**config.mk**
```make
export PLATFORM = sky130hd
export DESIGN_NAME = rtwo_timer
export DESIGN_NICKNAME = d
export VERILOG_FILES = /design/src/rtwo_pkg.sv /design/src/rtwo_timer.sv
export SDC_FILE = /design/constraint.sdc
export NUM_CORES = 1
export LEC_CHECK = 0
export ABC_CLOCK_PERIOD_IN_PS = 3900
export CAP_MARGIN = 0
export CORE_UTILIZATION = 40
export CTS_CLUSTER_SIZE = 14
export DETAILED_ROUTE_END_ITERATION = 6
export DONT_BUFFER_PORTS = 1
export GPL_TIMING_DRIVEN = 0
export PLACE_DENSITY = 0.61
export SYNTH_ARGS = -nofsm -noshare
export SYNTH_HDL_FRONTEND = slang
export SYNTH_SLANG_ARGS = --single-unit
```
**constraint.sdc**
```tcl
create_clock -name i_clk -period 3.9 [get_ports i_clk]
set_clock_uncertainty 0.05 [all_clocks]
set_input_delay 0.195 -clock i_clk [delete_from_list [all_inputs] [get_ports i_clk]]
set_output_delay 0.195 -clock i_clk [all_outputs]
set_load 0.005 [all_outputs]
```
**src/rtwo_pkg.sv**
```systemverilog
package rtwo_pkg;
    localparam logic [9:0] IDX_CTL = 10'h108;
    localparam logic [9:0] IDX_OSC = 10'h109;
    localparam logic [9:0] IDX_IOC = 10'h10a;
    localparam logic [9:0] IDX_MODE = 10'h10b;
    localparam logic [9:0] IDX_PRE = 10'h10c;
    localparam logic [9:0] IDX_SEC = 10'h10d;
    localparam logic [9:0] IDX_PRI = 10'h10e;
    localparam logic [1:0] OP_TIMER = 2'h0;
    localparam logic [1:0] OP_WAVE = 2'h1;
    localparam logic [1:0] OP_ONESHOT = 2'h2;
    localparam logic [1:0] OP_WAITOS = 2'h3;
    localparam logic [1:0] CKS_F1 = 2'h0;
    localparam logic [1:0] CKS_F8 = 2'h1;
    localparam logic [1:0] CKS_COMP = 2'h2;
    localparam logic [1:0] CKS_F2 = 2'h3;
    localparam logic [7:0] CNT_RST = 8'hff;
    localparam logic [7:0] REG_RST = 8'h00;
    localparam int BIT_RUN = 0;
    localparam int BIT_STATUS = 1;
    localparam int BIT_FSTOP = 2;
    localparam int BIT_OS_START = 0;
    localparam int BIT_OS_STOP = 1;
    localparam int BIT_OS_ACTIVE = 2;
    localparam int ANSWER_CYCLES = 2;

    typedef struct packed {
        logic pin_trigger_polarity;
        logic pin_trigger_enable;
        logic output_source_switch;
        logic output_level_select;
    } rtwo_ioc_type;

    typedef struct packed {
        logic cutoff;
        logic [1:0] clk_sel;
        logic write_target_select;
        logic [1:0] op_mode_select;
    } rtwo_mode_type;
endpackage

```
**src/rtwo_timer.sv**
```systemverilog
// Added by the designer: register access over Avalon-MM.
`timescale 1ns/10ps
module rtwo_timer (
    input wire logic i_clk,
    input wire logic i_rst,
    input wire logic [11:0] i_avs_address,
    input wire logic i_avs_read,
    input wire logic i_avs_write,
    input wire logic [31:0] i_avs_writedata,
    input wire logic [3:0] i_avs_byteenable,
    output logic [31:0] o_avs_readdata,
    output logic o_avs_waitrequest,
    input wire logic i_companion_uf,
    input wire logic i_ext_trigger_pin,
    input wire logic i_port_latch_bit,
    output logic o_wave_out_pin,
    output logic o_irq
);
    typedef enum logic {PH_PRIMARY, PH_SECONDARY} rtwo_phase_type;

    logic wait_q;
    logic [31:0] rdata_q;
    logic run_q;
    logic active_q;
    rtwo_pkg::rtwo_ioc_type ioc_q;
    rtwo_pkg::rtwo_mode_type mode_q;
    logic [7:0] pre_rld_q;
    logic [7:0] pre_cnt_q;
    logic [7:0] pri_rld_q;
    logic [7:0] sec_rld_q;
    logic [7:0] sec_buf_q;
    logic [7:0] tmr_cnt_q;
    logic pre_pend_q;
    logic tmr_pend_q;
    rtwo_phase_type phase_q;
    logic [2:0] div_q;
    logic sync1_q;
    logic sync2_q;
    logic sync3_q;
    logic ev_q;
    logic src_sw_eff_q;
    logic wave_q;
    logic irq_q;

    // bus decode: request taken at first edge, committed when wait is low
    logic req;
    logic commit;
    logic [9:0] idx;
    logic [7:0] wd;
    logic wr_ctl;
    logic wr_osc;
    logic wr_pre;
    logic wr_pri;
    logic wr_sec;
    assign req = i_avs_read | i_avs_write;
    assign commit = i_avs_write & ~wait_q & i_avs_byteenable[0];
    assign idx = i_avs_address[11:2];
    assign wd = i_avs_writedata[7:0];
    assign wr_ctl = commit && idx == rtwo_pkg::IDX_CTL;
    assign wr_osc = commit && idx == rtwo_pkg::IDX_OSC;
    assign wr_pre = commit && idx == rtwo_pkg::IDX_PRE;
    assign wr_pri = commit && idx == rtwo_pkg::IDX_PRI;
    assign wr_sec = commit && idx == rtwo_pkg::IDX_SEC;

    logic is_timer;
    logic is_wave;
    logic is_os;
    assign is_timer = mode_q.op_mode_select == rtwo_pkg::OP_TIMER;
    assign is_wave = mode_q.op_mode_select == rtwo_pkg::OP_WAVE;
    // the wait variant is not built; it behaves as plain one-shot
    assign is_os = mode_q.op_mode_select[1];

    logic fstop;
    logic run_off;
    logic start_evt;
    assign fstop = wr_ctl && wd[rtwo_pkg::BIT_FSTOP];
    assign run_off = wr_ctl && !wd[rtwo_pkg::BIT_RUN];
    assign start_evt = wr_ctl && wd[rtwo_pkg::BIT_RUN] && !fstop && !run_q;

    // count source selection and ticks
    logic ct_en;
    logic sel_tick;
    logic src_tick;
    logic pre_uf;
    logic tmr_uf;
    assign ct_en = is_os ? active_q : run_q;
    always_comb
    begin
        case (mode_q.clk_sel)
            rtwo_pkg::CKS_F1: sel_tick = 1'b1;
            rtwo_pkg::CKS_F8: sel_tick = div_q == 3'h7;
            rtwo_pkg::CKS_F2: sel_tick = div_q[0];
            rtwo_pkg::CKS_COMP: sel_tick = i_companion_uf;
            default: sel_tick = 1'b0;
        endcase
    end
    assign src_tick = sel_tick & ~mode_q.cutoff & ct_en;
    assign pre_uf = src_tick && pre_cnt_q == 8'h00 && !pre_pend_q;
    assign tmr_uf = pre_uf && tmr_cnt_q == 8'h00 && !tmr_pend_q;

    // pin trigger, synchronised; the edge is taken from the second and third stages
    logic pin_edge;
    logic os_trig;
    logic os_end;
    assign pin_edge = ioc_q.pin_trigger_polarity ? (sync2_q & ~sync3_q)
                                                 : (~sync2_q & sync3_q);
    assign os_trig = is_os && run_q && !active_q &&
        ((wr_osc && wd[rtwo_pkg::BIT_OS_START]) ||
         (ioc_q.pin_trigger_enable && pin_edge));
    assign os_end = is_os && (tmr_uf || run_off || fstop ||
        (wr_osc && wd[rtwo_pkg::BIT_OS_STOP]));

    logic wr_both;
    assign wr_both = is_timer && !mode_q.write_target_select;

    always_ff @(posedge i_clk or posedge i_rst)
    begin
        if (i_rst)
        begin
            sync1_q <= 1'b0;
            sync2_q <= 1'b0;
            sync3_q <= 1'b0;
            div_q <= 3'h0;
        end
        else
        begin
            sync1_q <= i_ext_trigger_pin;
            sync2_q <= sync1_q;
            sync3_q <= sync2_q;
            div_q <= div_q + 3'h1;
        end
    end

    // avalon slave, fixed answer one cycle after the request is seen
    always_ff @(posedge i_clk or posedge i_rst)
    begin
        if (i_rst)
        begin
            wait_q <= 1'b1;
            rdata_q <= 32'h0;
        end
        else
        begin
            wait_q <= ~(req & wait_q);
            if (req && wait_q)
            begin
                rdata_q <= 32'h0;
                case (idx)
                    rtwo_pkg::IDX_CTL: rdata_q[2:0] <= {1'b0,
                        (is_os ? active_q : run_q), run_q};
                    rtwo_pkg::IDX_OSC:
                        rdata_q[rtwo_pkg::BIT_OS_ACTIVE] <= active_q;
                    rtwo_pkg::IDX_IOC: rdata_q[3:0] <= ioc_q;
                    rtwo_pkg::IDX_MODE: rdata_q[7:0] <= {mode_q.cutoff,
                        1'b0, mode_q.clk_sel, mode_q.write_target_select,
                        1'b0, mode_q.op_mode_select};
                    rtwo_pkg::IDX_PRE: rdata_q[7:0] <= pre_cnt_q;
                    rtwo_pkg::IDX_PRI: rdata_q[7:0] <= tmr_cnt_q;
                    default: rdata_q <= 32'h0;
                endcase
            end
        end
    end

    // configuration registers
    always_ff @(posedge i_clk or posedge i_rst)
    begin
        if (i_rst)
        begin
            ioc_q <= '0;
            mode_q <= '0;
        end
        else
        begin
            if (commit && idx == rtwo_pkg::IDX_IOC)
                ioc_q <= wd[3:0];
            if (commit && idx == rtwo_pkg::IDX_MODE)
            begin
                mode_q.cutoff <= wd[7];
                mode_q.clk_sel <= wd[5:4];
                mode_q.write_target_select <= wd[3];
                mode_q.op_mode_select <= wd[1:0];
            end
        end
    end

    // run and one-shot flags
    always_ff @(posedge i_clk or posedge i_rst)
    begin
        if (i_rst)
        begin
            run_q <= 1'b0;
            active_q <= 1'b0;
        end
        else
        begin
            if (fstop)
                run_q <= 1'b0;
            else if (wr_ctl)
                run_q <= wd[rtwo_pkg::BIT_RUN];
            // a trigger while active is not a retrigger, so end wins here
            if (os_end || !is_os)
                active_q <= 1'b0;
            else if (os_trig)
                active_q <= 1'b1;
        end
    end

    // prescaler stage
    always_ff @(posedge i_clk or posedge i_rst)
    begin
        if (i_rst)
        begin
            pre_rld_q <= rtwo_pkg::CNT_RST;
            pre_cnt_q <= rtwo_pkg::CNT_RST;
            pre_pend_q <= 1'b0;
        end
        else if (fstop)
        begin
            pre_rld_q <= rtwo_pkg::CNT_RST;
            pre_cnt_q <= rtwo_pkg::CNT_RST;
            pre_pend_q <= 1'b0;
        end
        else
        begin
            if (wr_pre)
                pre_rld_q <= wd;
            if (wr_pre && !run_q)
                pre_cnt_q <= wd;
            else if (os_end)
                pre_cnt_q <= pre_rld_q;
            else if (src_tick)
                pre_cnt_q <= (pre_pend_q || pre_cnt_q == 8'h00) ?
                             pre_rld_q : pre_cnt_q - 8'h01;
            // a write landing on the tick stays pending for the next one
            if (wr_pre && run_q && wr_both)
                pre_pend_q <= 1'b1;
            else if (src_tick || !run_q)
                pre_pend_q <= 1'b0;
        end
    end

    // timer stage with primary and secondary reload
    always_ff @(posedge i_clk or posedge i_rst)
    begin
        if (i_rst)
        begin
            pri_rld_q <= rtwo_pkg::CNT_RST;
            sec_rld_q <= rtwo_pkg::CNT_RST;
            sec_buf_q <= rtwo_pkg::CNT_RST;
            tmr_cnt_q <= rtwo_pkg::CNT_RST;
            tmr_pend_q <= 1'b0;
            phase_q <= PH_PRIMARY;
        end
        else if (fstop)
        begin
            pri_rld_q <= rtwo_pkg::CNT_RST;
            sec_rld_q <= rtwo_pkg::CNT_RST;
            sec_buf_q <= rtwo_pkg::CNT_RST;
            tmr_cnt_q <= rtwo_pkg::CNT_RST;
            tmr_pend_q <= 1'b0;
            phase_q <= PH_PRIMARY;
        end
        else
        begin
            if (wr_sec)
                sec_buf_q <= wd;
            if (wr_sec && !run_q)
                sec_rld_q <= wd;
            else if (wr_pri && run_q)
                sec_rld_q <= sec_buf_q;
            if (wr_pri)
                pri_rld_q <= wd;
            if (wr_pri && !run_q)
                tmr_cnt_q <= wd;
            else if (os_end)
                tmr_cnt_q <= pri_rld_q;
            else if (pre_uf)
            begin
                if (tmr_pend_q)
                    tmr_cnt_q <= pri_rld_q;
                else if (tmr_cnt_q != 8'h00)
                    tmr_cnt_q <= tmr_cnt_q - 8'h01;
                else if (is_wave && phase_q == PH_PRIMARY)
                    tmr_cnt_q <= sec_rld_q;
                else
                    tmr_cnt_q <= pri_rld_q;
            end
            if (wr_pri && run_q && wr_both)
                tmr_pend_q <= 1'b1;
            else if (pre_uf || !run_q)
                tmr_pend_q <= 1'b0;
            if (start_evt || !is_wave)
                phase_q <= PH_PRIMARY;
            else if (tmr_uf)
                phase_q <= (phase_q == PH_PRIMARY) ? PH_SECONDARY
                                                   : PH_PRIMARY;
        end
    end

    // output pin and request; both move one clock after the underflow
    // edge; a fixed clock stands in for half a source cycle, exact only
    // at the f2 source, whose cycle is two clocks
    logic wave_d;
    always_comb
    begin
        case (mode_q.op_mode_select)
            rtwo_pkg::OP_WAVE:
                if (src_sw_eff_q)
                    wave_d = i_port_latch_bit;
                else if (run_q && phase_q == PH_PRIMARY)
                    wave_d = ~ioc_q.output_level_select;
                else
                    wave_d = ioc_q.output_level_select;
            rtwo_pkg::OP_ONESHOT,
            rtwo_pkg::OP_WAITOS:
                wave_d = active_q ^ ioc_q.output_level_select;
            default:
                wave_d = i_port_latch_bit;
        endcase
    end

    always_ff @(posedge i_clk or posedge i_rst)
    begin
        if (i_rst)
        begin
            ev_q <= 1'b0;
            irq_q <= 1'b0;
            wave_q <= 1'b0;
            src_sw_eff_q <= 1'b0;
        end
        else
        begin
            ev_q <= tmr_uf && (is_timer || (is_os && active_q) ||
                    (is_wave && phase_q == PH_SECONDARY));
            irq_q <= ev_q;
            wave_q <= wave_d;
            if (start_evt || ev_q)
                src_sw_eff_q <= ioc_q.output_source_switch;
        end
    end

    assign o_avs_readdata = rdata_q;
    assign o_avs_waitrequest = wait_q;
    assign o_wave_out_pin = wave_q;
    assign o_irq = irq_q;
endmodule

```
==> Yosys cells after proc, flatten, opt, wreduce, memory -nomap -nowiden <==
Index checks and enable logic that the tools add are counted.
{ "totals": {"reg_bits": 82, "input_bits": 55, "output_inout_bits": 35} }
{ "op_classes": {"addsub": 3, "eq_ne": 14, "n_mux": 45, "n_bitwise": 16, "reduce_logical": 75} }
{ "op_table": {"columns": ["op", "count"], "rows": [
  ["two-way mux 8 bit", 21],
  ["equality test 10 x 9 -> 1 bit, second input constant", 7],
  ["logical AND 1 bit", 37],
  ["two-way mux 1 bit", 18],
  ["logical NOT 8 bit", 2],
  ["subtractor 8 x 1 -> 8 bit, second input constant", 2],
  ["logical OR 1 bit", 12],
  ["case mux 1 bit (4 select lines)", 3],
  ["case mux 4 bit (3 select lines)", 1],
  ["nonzero test 3 bit", 4],
  ["case mux 2 bit (5 select lines)", 1],
  ["nonzero test 2 bit", 5],
  ["logical NOT 1 bit", 9],
  ["equality test 2 bit, second input constant", 4],
  ["nonzero test 4 bit", 2],
  ["nonzero test 8 bit", 1],
  ["bitwise AND 1 bit", 7],
  ["NOT 1 bit", 7],
  ["equality test 2 x 1 -> 1 bit, second input constant", 2],
  ["logical NOT 2 bit", 2],
  ["adder 3 x 1 -> 3 bit, second input constant", 1],
  ["equality test 3 bit, second input constant", 1],
  ["case mux 1 bit (2 select lines)", 1],
  ["OR reduction 2 bit", 1],
  ["2 further kinds", 2]
]} }

==> Depth between registers and ports, before layout <==
Gate-level depths: netlist of run 1.
{ "logic_depth": {"depth_word": 15, "mapped_depth": 10, "ltp_nobuf": 8} }

==> Worst setup path after synthesis of run 1 <==
Ideal clock, no wire load.
{ "synth_timing": {"path_type": "register to register", "from": "register tmr_cnt_q[0]", "to": "register tmr_cnt_q[6]", "setup_time_ns": 0.073, "t_arrival_ns": 2.062, "required_ns": 3.777, "setup_slack_ns": 1.715, "stages_incl_launch_ff": 10, "path_buffers": 1, "period_less_slack_ns": 2.185, "cell_sequence": "dfstp_2 > inv_1 > ha_1 > or3b_2 > nor2_1 > and4_1 > or2_1 > buf_4 > mux2_1 > a21oi_1"} }
{ "synth_via": {"elab_chain_cells": 10} }
{ "synth_lines": {"columns": ["element", "line", "text"], "rows": [
  ["from (decl)", "rtwo_timer.sv:32", "logic [7:0] tmr_cnt_q;"],
  ["from (signal assigned)", "rtwo_timer.sv:251", "tmr_cnt_q <= rtwo_pkg::CNT_RST;"],
  ["from (signal assigned)", "rtwo_timer.sv:260", "tmr_cnt_q <= rtwo_pkg::CNT_RST;"],
  ["from (signal assigned)", "rtwo_timer.sv:275", "tmr_cnt_q <= wd;"],
  ["branches (longest 10 deep; another with subtractor 8 x 1 -> 8 bit)", null, null]
]} }
Several ways; the timed one is not identified. The select of a mux whose other input is x is not followed.
A chain may end at the register's enable or synchronous reset.

==> Worst setup path after layout of run 1 <==
Same ends and word-level chain as after synthesis.

==> flow_summary_export.csv, run 1 <==
group,metric,value,unit
run_status,outcome,"finished with violations",
run_status,failed_checks,"design-rule violations",
sta,max_freq,0.389,GHz
synthesis,ys_seq_area_share,43.1,%
drt,post_drt_wl_per_cell,19.3,um
floorplanning,die_height,113,um
cts,clk_path_buf_depth,2,
floorplanning,initial_utilization,41.0,%
floorplanning,rows,40,
placement,place_congestion,0.909,
critical_path,setup.worst_path.end_class,"register",
drt,via_per_inst,5.70,
power_and_ir_drop,ir_drop,0.000190,V
cells_and_area,final_common_cell,"nand2_1",
cts,cts_setup_buffers,0,
sta,hold_viol,0,
synthesis,synth-edff-count,0,
floorplanning,core-area,0.0120,mm2
power_and_ir_drop,cellLeakagePower,0.00253,uW
global_routing,overflow,0,
drt,drc,1,
global_routing,grt_pass1_wl,21500,um
drt,drt_iter0_markers,350,
drt,antenna_left,0,
sta,min_period_over_period,65.9,%
cts,tritoncts,"built",
hold_path,hp-class,"in -> reg",
power_and_ir_drop,power_density,343,mW/mm2
synthesis,synth_top_area_share,26.3,%
cells_and_area,layout.cells.non_filler,702,
cells_and_area,num-nets-final,610,
sta,fin_hold_ws,0.0118,ns
synthesis,synth.avg_cell_area,9.65,um2
synthesis,netlist_instances,508,
placement,placed_cells,679,
synthesis,synth_flop_cell,"dfstp_2",
cells_and_area,n_antenna_cell,0,
critical_path,cp_data_required_time,4.13,ns
synthesis,yosysWarnings,0,
critical_path,criticalPathCategory,"reg -> reg",
critical_path,path_max_fanout,7,
global_routing,grt_pass1_vias,3860,
critical_path,startpoint_type,"register",
cells_and_area,mostFrequentLayoutCells,"nand2_1 (64), dfstp_2 (49), nor2_1 (39), a21oi_1 (39), dfrtp_1 (33)",
cells_and_area,drive_gt1_share,25.6,%
global_routing,grt_antenna_before_repair,0,
sta,max_slew_margin,38.0,%
cts,worstSkewPairLatency,0.35,ns
synthesis,yosys.area.top_type,"dfstp_2",
sta,maxSlewViolCount,0,
sta,setup_viol,0,
cts,numClockSinks,82,
cells_and_area,area_growth,13.3,%
placement,io_buffers,0,
sta,rsz0062_at_grt,"no",
synthesis,synthArstFlopShare,100,%
critical_path,critical_path_arrival,2.80,ns
sta,fin_crit,2.57,ns
placement,place_ws,1.38,ns
drt,routed_wl,13500,um
cells_and_area,design_area,0.00556,mm2
floorplanning,io_pins,90,
synthesis,syn_area,0.00490,mm2
placement,dp_hpwl,9610,um
sta,worst_slew_pin_slew,0.923,ns
cts,cts-buffers-inserted,9,
cts,cts_htree_levels,3,
floorplanning,die_area,0.0127,mm2
drt,num_vias,4001,
drt,first_pass_iters,7,
global_routing,grt_max_degree,44,
sta,setup_ws,1.33,ns
floorplanning,die_w,113,um
cts,root_buffer,"clkbuf_16",
sta,tns,0,ns
placement,dpl_cell_area,0.00519,mm2
synthesis,ys_seq_elements,82,
cts,cts_resized,0,
cts,clk_pin_slew_worst_paths,0.06,ns
global_routing,grt_use_total,22.6,%
synthesis,yosysUniqueCellTypes,72,
synthesis,synth.area.top_cells,"dfstp_2 (26%), dfrtp_1 (17%), mux2i_1 (5.1%)",
job,max_cap_viol_count,0,
## flip-flops by register name (all words and copies together), names as in the netlist, 3 cells and up
register,count
sec_rld_q,8
sec_buf_q,8
pre_cnt_q,8
tmr_cnt_q,8
pri_rld_q,8
o_avs_readdata,8
mode_q,5
div_q,3
ioc_q,4
pre_rld_q,8
## synthesized netlist by cell type (all sizes together), types with 12 or more instances
library cell / number
a21oi: 39
mux2: 20
nand3: 12
mux2i: 25
dfrtp: 33
dfstp: 49
clkbuf: 12
o21ai: 38
inv: 18
buf: 35
nand2: 64
nor2: 40
## worst max-delay path, cell delays in order, from the launching register on
cell and delay [ns]:
dfstp_2 0.43, inv_1 0.08, ha_1 0.31, or3b_2 0.51, nor2_1 0.14, and4_1 0.24
or2_1 0.11, buf_4 0.15, mux2_1 0.34, a21oi_1 0.13
## logic make-up after synthesis
kind of cell | after synthesis | synth area share [%]
other cells | 1 | 0.0765
mux | 45 | 9.70
compound gates | 126 | 17.2
flops | 82 | 43.1
xor+xnor | 9 | 1.61
simple gates | 175 | 19.3
buf+inv | 65 | 7.68
fa+ha+maj | 5 | 1.28
## metrics by stage
| step | util, % | total power (uW) |
|---|---|---|
| after floorplan | - | 1040 |
| after global placement | 43.2 | 1070 |
| after detailed placement | 43.4 | 1080 |
| after CTS | 46.4 | 1920 |
| after global routing | 46.4 | 1980 |
| final | 46.4 | 1910 |
## where the power goes
part           internal [uW]  switching (uW)
registers                872            16.6
clock network            471             355
logic                   79.7             112
total                   1420             484
## final cells by class
type / count / area [um2]
Fill cell: 1141 / 6410
Multi-Input combinational cell: 384 / 2500
Sequential cell: 82 / 2110
Buffer: 47 / 309
Clock buffer: 11 / 254
Tap cell: 147 / 184
Timing Repair Buffer: 8 / 90.1
Inverter: 18 / 70.1
Clock inverter: 5 / 36.3
## repair_timing
action / 4_1_cts / 5_1_grt
setup endpoints to repair: 0 / 0
hold buffers: 7 / 0
hold endpoints to repair: 50 / 0
## routing by layer
layer / up-vias / track usage [%] / share of wire, %
li1: 1865 / - / -
met2: 164 / 35.9 / 47
met5: - / 0 / 0
met4: 0 / 11.6 / 3.1
met1: 1938 / 29.2 / 44
met3: 34 / 4.71 / 6.3
## worst paths after layout
check	startpoint	to	slack, ns	depth (start not counted)
worst min register to register	sync1_q	sync2_q	0.30	0
min in group asynchronous	i_rst	div_q[1]	0.31	2
worst max register to register	tmr_cnt_q[0]	tmr_cnt_q[6]	1.33	9
worst max-delay path	tmr_cnt_q[0]	tmr_cnt_q[6]	1.33	9
max in group asynchronous	i_rst	sec_rld_q[7]	2.83	3
worst min-delay path	i_avs_writedata[6]	sec_rld_q[6]	0.01	2
(Power assumes the default switching activity.)
==> inputs of run 2 (changes only) <==
--- a/config.mk
+++ b/config.mk
@@ -5,14 +5,14 @@
 export SDC_FILE = /design/constraint.sdc
 export NUM_CORES = 1
 export LEC_CHECK = 0
-export ABC_CLOCK_PERIOD_IN_PS = 3900
+export ABC_CLOCK_PERIOD_IN_PS = 2310
 export CAP_MARGIN = 0
 export CORE_UTILIZATION = 40
 export CTS_CLUSTER_SIZE = 14
 export DETAILED_ROUTE_END_ITERATION = 6
 export DONT_BUFFER_PORTS = 1
 export GPL_TIMING_DRIVEN = 0
-export PLACE_DENSITY = 0.61
+export PLACE_DENSITY = 0.63
 export SYNTH_ARGS = -nofsm -noshare
 export SYNTH_HDL_FRONTEND = slang
 export SYNTH_SLANG_ARGS = --single-unit
==> constraint.sdc (replaced) <==
create_clock -name i_clk -period 2.31 [get_ports i_clk]
set_clock_uncertainty 0.05 [all_clocks]
set_input_delay 0.1155 -clock i_clk [delete_from_list [all_inputs] [get_ports i_clk]]
set_output_delay 0.1155 -clock i_clk [all_outputs]
set_load 0.005 [all_outputs]
==> flow_summary_export.csv, run 2 (synthesized netlist as in run 1, its figures left out) <==
group,metric,value,unit
cts,clk_pin_slew_worst_paths,0.06,ns
global_routing,grt_antenna_before_repair,0,
global_routing,grt_pass1_vias,3864,
cts,clk_path_buf_depth,2,
placement,dp_hpwl,9360,um
drt,antenna_left,0,
cells_and_area,final_common_cell,"nand2_1",
cts,numClockSinks,82,
drt,routed_wl,13400,um
global_routing,grt-busiest-layer,"met2",
global_routing,met3_usage,4.18,%
sta,setup_ws,0.0929,ns
cells_and_area,drive_gt1_share,29.8,%
critical_path,startpoint_type,"register",
run_status,outcome,"completed",
global_routing,grt_use_total,21.9,%
drt,drc,0,
cts,tritoncts,"built",
drt,num_vias,4124,
cts,root_buffer,"clkbuf_16",
floorplanning,core-area,0.0120,mm2
global_routing,grt_max_degree,44,
floorplanning,initial_utilization,41.0,%
placement,place_congestion,0.933,
drt,post_drt_wl_per_cell,18.9,um
sta,max_slew_margin,54.6,%
cells_and_area,mostFrequentLayoutCells,"nand2_1 (64), dfstp_2 (49), a21oi_1 (38), nor2_1 (36), buf_4 (34)",
cts,worstSkewPairLatency,0.34,ns
global_routing,overflow,0,
floorplanning,rows,40,
sta,max_freq,0.451,GHz
cells_and_area,num-nets-final,618,
drt,via_per_inst,5.81,
sta,min_period_over_period,96.0,%
global_routing,grt_pass1_wl,21000,um
power_and_ir_drop,power_density,575,mW/mm2
sta,hold_viol,0,
global_routing,use_met1,29.8,%
cells_and_area,area_growth,17.3,%
cells_and_area,n_antenna_cell,0,
floorplanning,die_height,113,um
sta,worst_slew_pin_slew,0.679,ns
power_and_ir_drop,cellLeakagePower,0.00260,uW
power_and_ir_drop,power,3310,uW
critical_path,criticalPathCategory,"reg -> reg",
critical_path,critical_path_arrival,2.44,ns
critical_path,cp_data_required_time,2.54,ns
critical_path,setup.worst_path.end_class,"register",
cts,cts_htree_levels,3,
drt,first_pass_iters,4,
sta,maxSlewViolCount,0,
floorplanning,io_pins,90,
drt,drt_iter0_markers,259,
placement,io_buffers,0,
sta,fin_crit,2.22,ns
power_and_ir_drop,ir_drop,0.000343,V
critical_path,path_max_fanout,7,
cells_and_area,fin_util,48.1,%
cts,cts-buffers-inserted,9,
global_routing,grt_use_met2,34.8,%
job,max_cap_viol_count,0,
floorplanning,die_w,113,um
sta,setup_viol,0,
floorplanning,die_area,0.0127,mm2
hold_path,hp-class,"in -> reg",
sta,fin_hold_ws,0.0178,ns
placement,place_ws,-0.199,ns
## run 2: cell types whose count changed in the layout (fill, tap and decap cells not counted), sizes merged
cell / delta
clkbuf: +2
clkinv: -1
inv: -1
buf: +8
## run 2: power by group
| part | internal [uW] | switching, uW |
|---|---|---|
| combinational | 149 | 201 |
| clock | 886 | 575 |
| sequential | 1470 | 25.5 |
| total | 2510 | 801 |
## run 2: area by class of cell
| cell class | instances | area [um2] |
|---|---|---|
| Sequential cell | 82 | 2110 |
| Tap cell | 147 | 184 |
| Clock inverter | 3 | 17.5 |
| Inverter | 18 | 70.1 |
| Timing Repair Buffer | 17 | 158 |
| Multi-Input combinational cell | 384 | 2590 |
| Buffer | 46 | 323 |
| Fill cell | 1124 | 6210 |
| Clock buffer | 13 | 293 |
## run 2: through the flow
stage,std cells,setup TNS (ns),area (um2)
after CTS,704,0,5630
after global placement,678,-32.26,5170
after global routing,710,-0.0162,5750
after detailed placement,679,-3.33,5190
final,710,0,5750
after floorplan,531,0,4990
## run 2: worst paths after layout
kind,slack [ns],from,cells past startpoint,end
worst max-delay path,0.09,div_q[0],9,tmr_cnt_q[6]
worst min-delay path,0.02,i_avs_writedata[5],3,pre_cnt_q[5]
worst max register to register,0.09,div_q[0],9,tmr_cnt_q[6]
worst min register to register,0.30,sync1_q,0,sync2_q
max in group asynchronous,1.30,i_rst,3,sec_rld_q[2]
min in group asynchronous,0.26,i_rst,2,o_avs_readdata[5]
## run 2: routing by layer
layer	wire length, um	vias up
li1	-	1884
met1	5910	2033
met2	6320	183
met3	926	24
met4	282	0
met5	0	-
## run 2: repair_timing
| action | in CTS | in global routing |
|---|---|---|
| buffers inserted | 2 | 7 |
| pin swaps | 1 | 5 |
| endpoints found under the setup margin | 37 | 29 |
| hold buffers | 7 | 0 |
| resized for setup | 9 | 22 |
| hold endpoints to repair | 59 | 0 |
## run 2: critical path, stage by stage (launching register included)
cell and delay (ns):
dfrtp_1 0.40, ha_2 0.19, ha_2 0.19, nor3b_4 0.25, a2111oi_4 0.06, and4_1 0.23, or2_1 0.22, buf_6 0.14
mux2_4 0.30, a21oi_2 0.13
==> inputs of run 3 (changes only) <==
--- a/config.mk
+++ b/config.mk
@@ -5,14 +5,14 @@
 export SDC_FILE = /design/constraint.sdc
 export NUM_CORES = 1
 export LEC_CHECK = 0
-export ABC_CLOCK_PERIOD_IN_PS = 2310
+export ABC_CLOCK_PERIOD_IN_PS = 2200
 export CAP_MARGIN = 0
 export CORE_UTILIZATION = 40
 export CTS_CLUSTER_SIZE = 14
 export DETAILED_ROUTE_END_ITERATION = 6
 export DONT_BUFFER_PORTS = 1
 export GPL_TIMING_DRIVEN = 0
-export PLACE_DENSITY = 0.63
+export PLACE_DENSITY = 0.61
 export SYNTH_ARGS = -nofsm -noshare
 export SYNTH_HDL_FRONTEND = slang
 export SYNTH_SLANG_ARGS = --single-unit
==> constraint.sdc (replaced) <==
create_clock -name i_clk -period 2.2 [get_ports i_clk]
set_clock_uncertainty 0.05 [all_clocks]
set_input_delay 0.11 -clock i_clk [delete_from_list [all_inputs] [get_ports i_clk]]
set_output_delay 0.11 -clock i_clk [all_outputs]
set_load 0.005 [all_outputs]
==> flow_summary_export.csv, run 3 (synthesized netlist as in run 1, its figures left out) <==
group,metric,value,unit
run_status,outcome,"finished with violations",
run_status,failed_checks,"design-rule violations",
floorplanning,core-area,0.0120,mm2
drt,drc,1,
cells_and_area,drive_gt1_share,33.0,%
sta,tns,0,ns
drt,drt_iter0_markers,343,
power_and_ir_drop,p_sw,888,uW
cts,root_buffer,"clkbuf_16",
sta,max_slew_margin,55.2,%
critical_path,cpPeakStageDelay,0.54,ns
hold_path,hp-class,"in -> reg",
critical_path,critPathTopFamily,"simple AND/OR/NAND/NOR gates",
global_routing,grt_antenna_before_repair,0,
critical_path,criticalPathCategory,"reg -> reg",
cts,clk_path_buf_depth,2,
sta,max_freq,0.462,GHz
global_routing,grt_use_total,22.5,%
power_and_ir_drop,power.share.combinational,11.3,%
sta,maxSlewViolCount,0,
drt,routed_wl,13800,um
power_and_ir_drop,cellLeakagePower,0.00264,uW
cts,clk_pin_slew_worst_paths,0.06,ns
sta,rsz0062_at_grt,"yes",
global_routing,grt_pass1_wl,21600,um
critical_path,worst-path-buf-inv,2,
sta,fin_crit,2.16,ns
power_and_ir_drop,internal_power,2540,uW
global_routing,grt_max_degree,44,
floorplanning,initial_utilization,41.0,%
sta,setup_viol,0,
power_and_ir_drop,netSwitchingFraction,25.9,%
sta,hold_viol,0,
critical_path,startpoint_type,"register",
placement,io_buffers,0,
cells_and_area,final_common_cell,"nand2_1",
sta,fin_hold_ws,0.0500,ns
sta,setup_ws,0.0368,ns
floorplanning,die_w,113,um
drt,via_per_inst,5.78,
critical_path,cp_slowest_cell,"dfstp_2",
cts,numClockSinks,82,
power_and_ir_drop,ir_drop,0.000339,V
critical_path,path_cells,"inv_1 > ha_1 > and4b_1 > and4_4 > or2_1 > buf_6 > mux2_4 > a21oi_2",
floorplanning,io_pins,90,
sta,min_period_over_period,98.3,%
placement,place_ws,-0.320,ns
floorplanning,die_area,0.0127,mm2
placement,dp_hpwl,9610,um
floorplanning,die_height,113,um
power_and_ir_drop,clockPowerShare,43.0,%
job,max_cap_viol_count,0,
power_and_ir_drop,seqPwrFrac,45.8,%
cells_and_area,num-nets-final,621,
cts,cts_htree_levels,3,
cells_and_area,design_area,0.00586,mm2
cts,cts-buffers-inserted,9,
floorplanning,rows,40,
critical_path,path_max_fanout,4,
critical_path,cp_data_required_time,2.44,ns
power_and_ir_drop,power_density,586,mW/mm2
global_routing,overflow,0,
cts,worstSkewPairLatency,0.35,ns
drt,first_pass_iters,7,
hold_path,whs_path_depth,2,
drt,antenna_left,0,
critical_path,worst_r2r_path_depth,8,
drt,num_vias,4121,
power_and_ir_drop,power,3430,uW
placement,dpl_cell_area,0.00519,mm2
critical_path,setup.worst_path.end_class,"register",
cells_and_area,num-fill-cells,1103,
cells_and_area,n_antenna_cell,0,
sta,worst_slew_pin_slew,0.665,ns
global_routing,grt_pass1_vias,3881,
drt,post_drt_wl_per_cell,19.3,um
placement,place_congestion,0.909,
critical_path,crit_cells,8,
cells_and_area,mostFrequentLayoutCells,"nand2_1 (64), dfstp_2 (49), buf_4 (36), nor2_1 (35), a21oi_1 (35)",
cells_and_area,area_growth,19.5,%
cts,tritoncts,"built",
critical_path,critical_path_arrival,2.40,ns
## run 3: cell count changes in the layout (fill, tap and decap cells not counted), moves of 2 or more
cell	before	now
a21oi_2	1	4
buf_12	1	3
inv_2	1	3
inv_1	16	14
o21ai_1	22	18
buf_4	34	36
o21ai_2	0	5
clkinv_4	0	2
a21oi_1	38	35
## run 3: final cells by class
cell class | instances | area, um2 | area share, %
Multi-Input combinational cell | 384 | 2660 | 45.5
Sequential cell | 82 | 2110 | 36.1
Buffer | 45 | 325 | 5.55
Clock buffer | 11 | 254 | 4.34
Timing Repair Buffer | 21 | 213 | 3.63
Tap cell | 147 | 184 | 3.14
Inverter | 18 | 70.1 | 1.20
Clock inverter | 5 | 36.3 | 0.619
## run 3: per-layer routing
metal / GRT usage [%] / up-vias / share of wire (%)
met3: 4.18 / 38 / 6.4
li1: - / 1886 / -
met4: 11.4 / 0 / 3.3
met1: 29.6 / 2015 / 43
met5: 0 / - / 0
met2: 35.8 / 182 / 47
## run 3: repair_timing
item                                   CTS  global route
buffers inserted                         5             8
pin swaps                                4            10
endpoints found under the hold margin   68             0
resized for setup                       19            37
setup endpoints to repair               45            38
hold buffers                             7             0
## run 3: worst register-to-register path: cells and delay by family (launching register included)
kind	cells	cell delay [ns]
AOI/OAI and AO/OA	1	0.13
DFF	1	0.54
and+or+nand+nor	3	0.60
adders and majority gates	1	0.24
buffers and inverters	2	0.23
muxes	1	0.30
## run 3: power groups by stage
stage	logic (uW)	registers (uW)	clock network, uW
6_report	387	1570	1470
5_1_grt	421	1570	1560
4_1_cts	362	1570	1490
3_5_place_dp	319	1600	0
3_3_place_gp	307	1600	0
2_1_floorplan	257	1590	0
## run 3: metrics by stage
step	cells	utilization, %
2_1_floorplan	531	-
3_3_place_gp	678	43.2
3_5_place_dp	679	43.4
4_1_cts	706	47.4
5_1_grt	713	49.0
6_report	713	49.0
## run 3: path summary, 6_finish.rpt
path | start | endpoint | slack (ns)
worst max register to register | pre_cnt_q[0] | tmr_cnt_q[6] | 0.04
worst min register to register | sync1_q | sync2_q | 0.30
max in group asynchronous | i_rst | sec_rld_q[7] | 1.21
worst max-delay path | pre_cnt_q[0] | tmr_cnt_q[6] | 0.04
min in group asynchronous | i_rst | div_q[1] | 0.22
worst min-delay path | i_avs_writedata[0] | run_q | 0.05
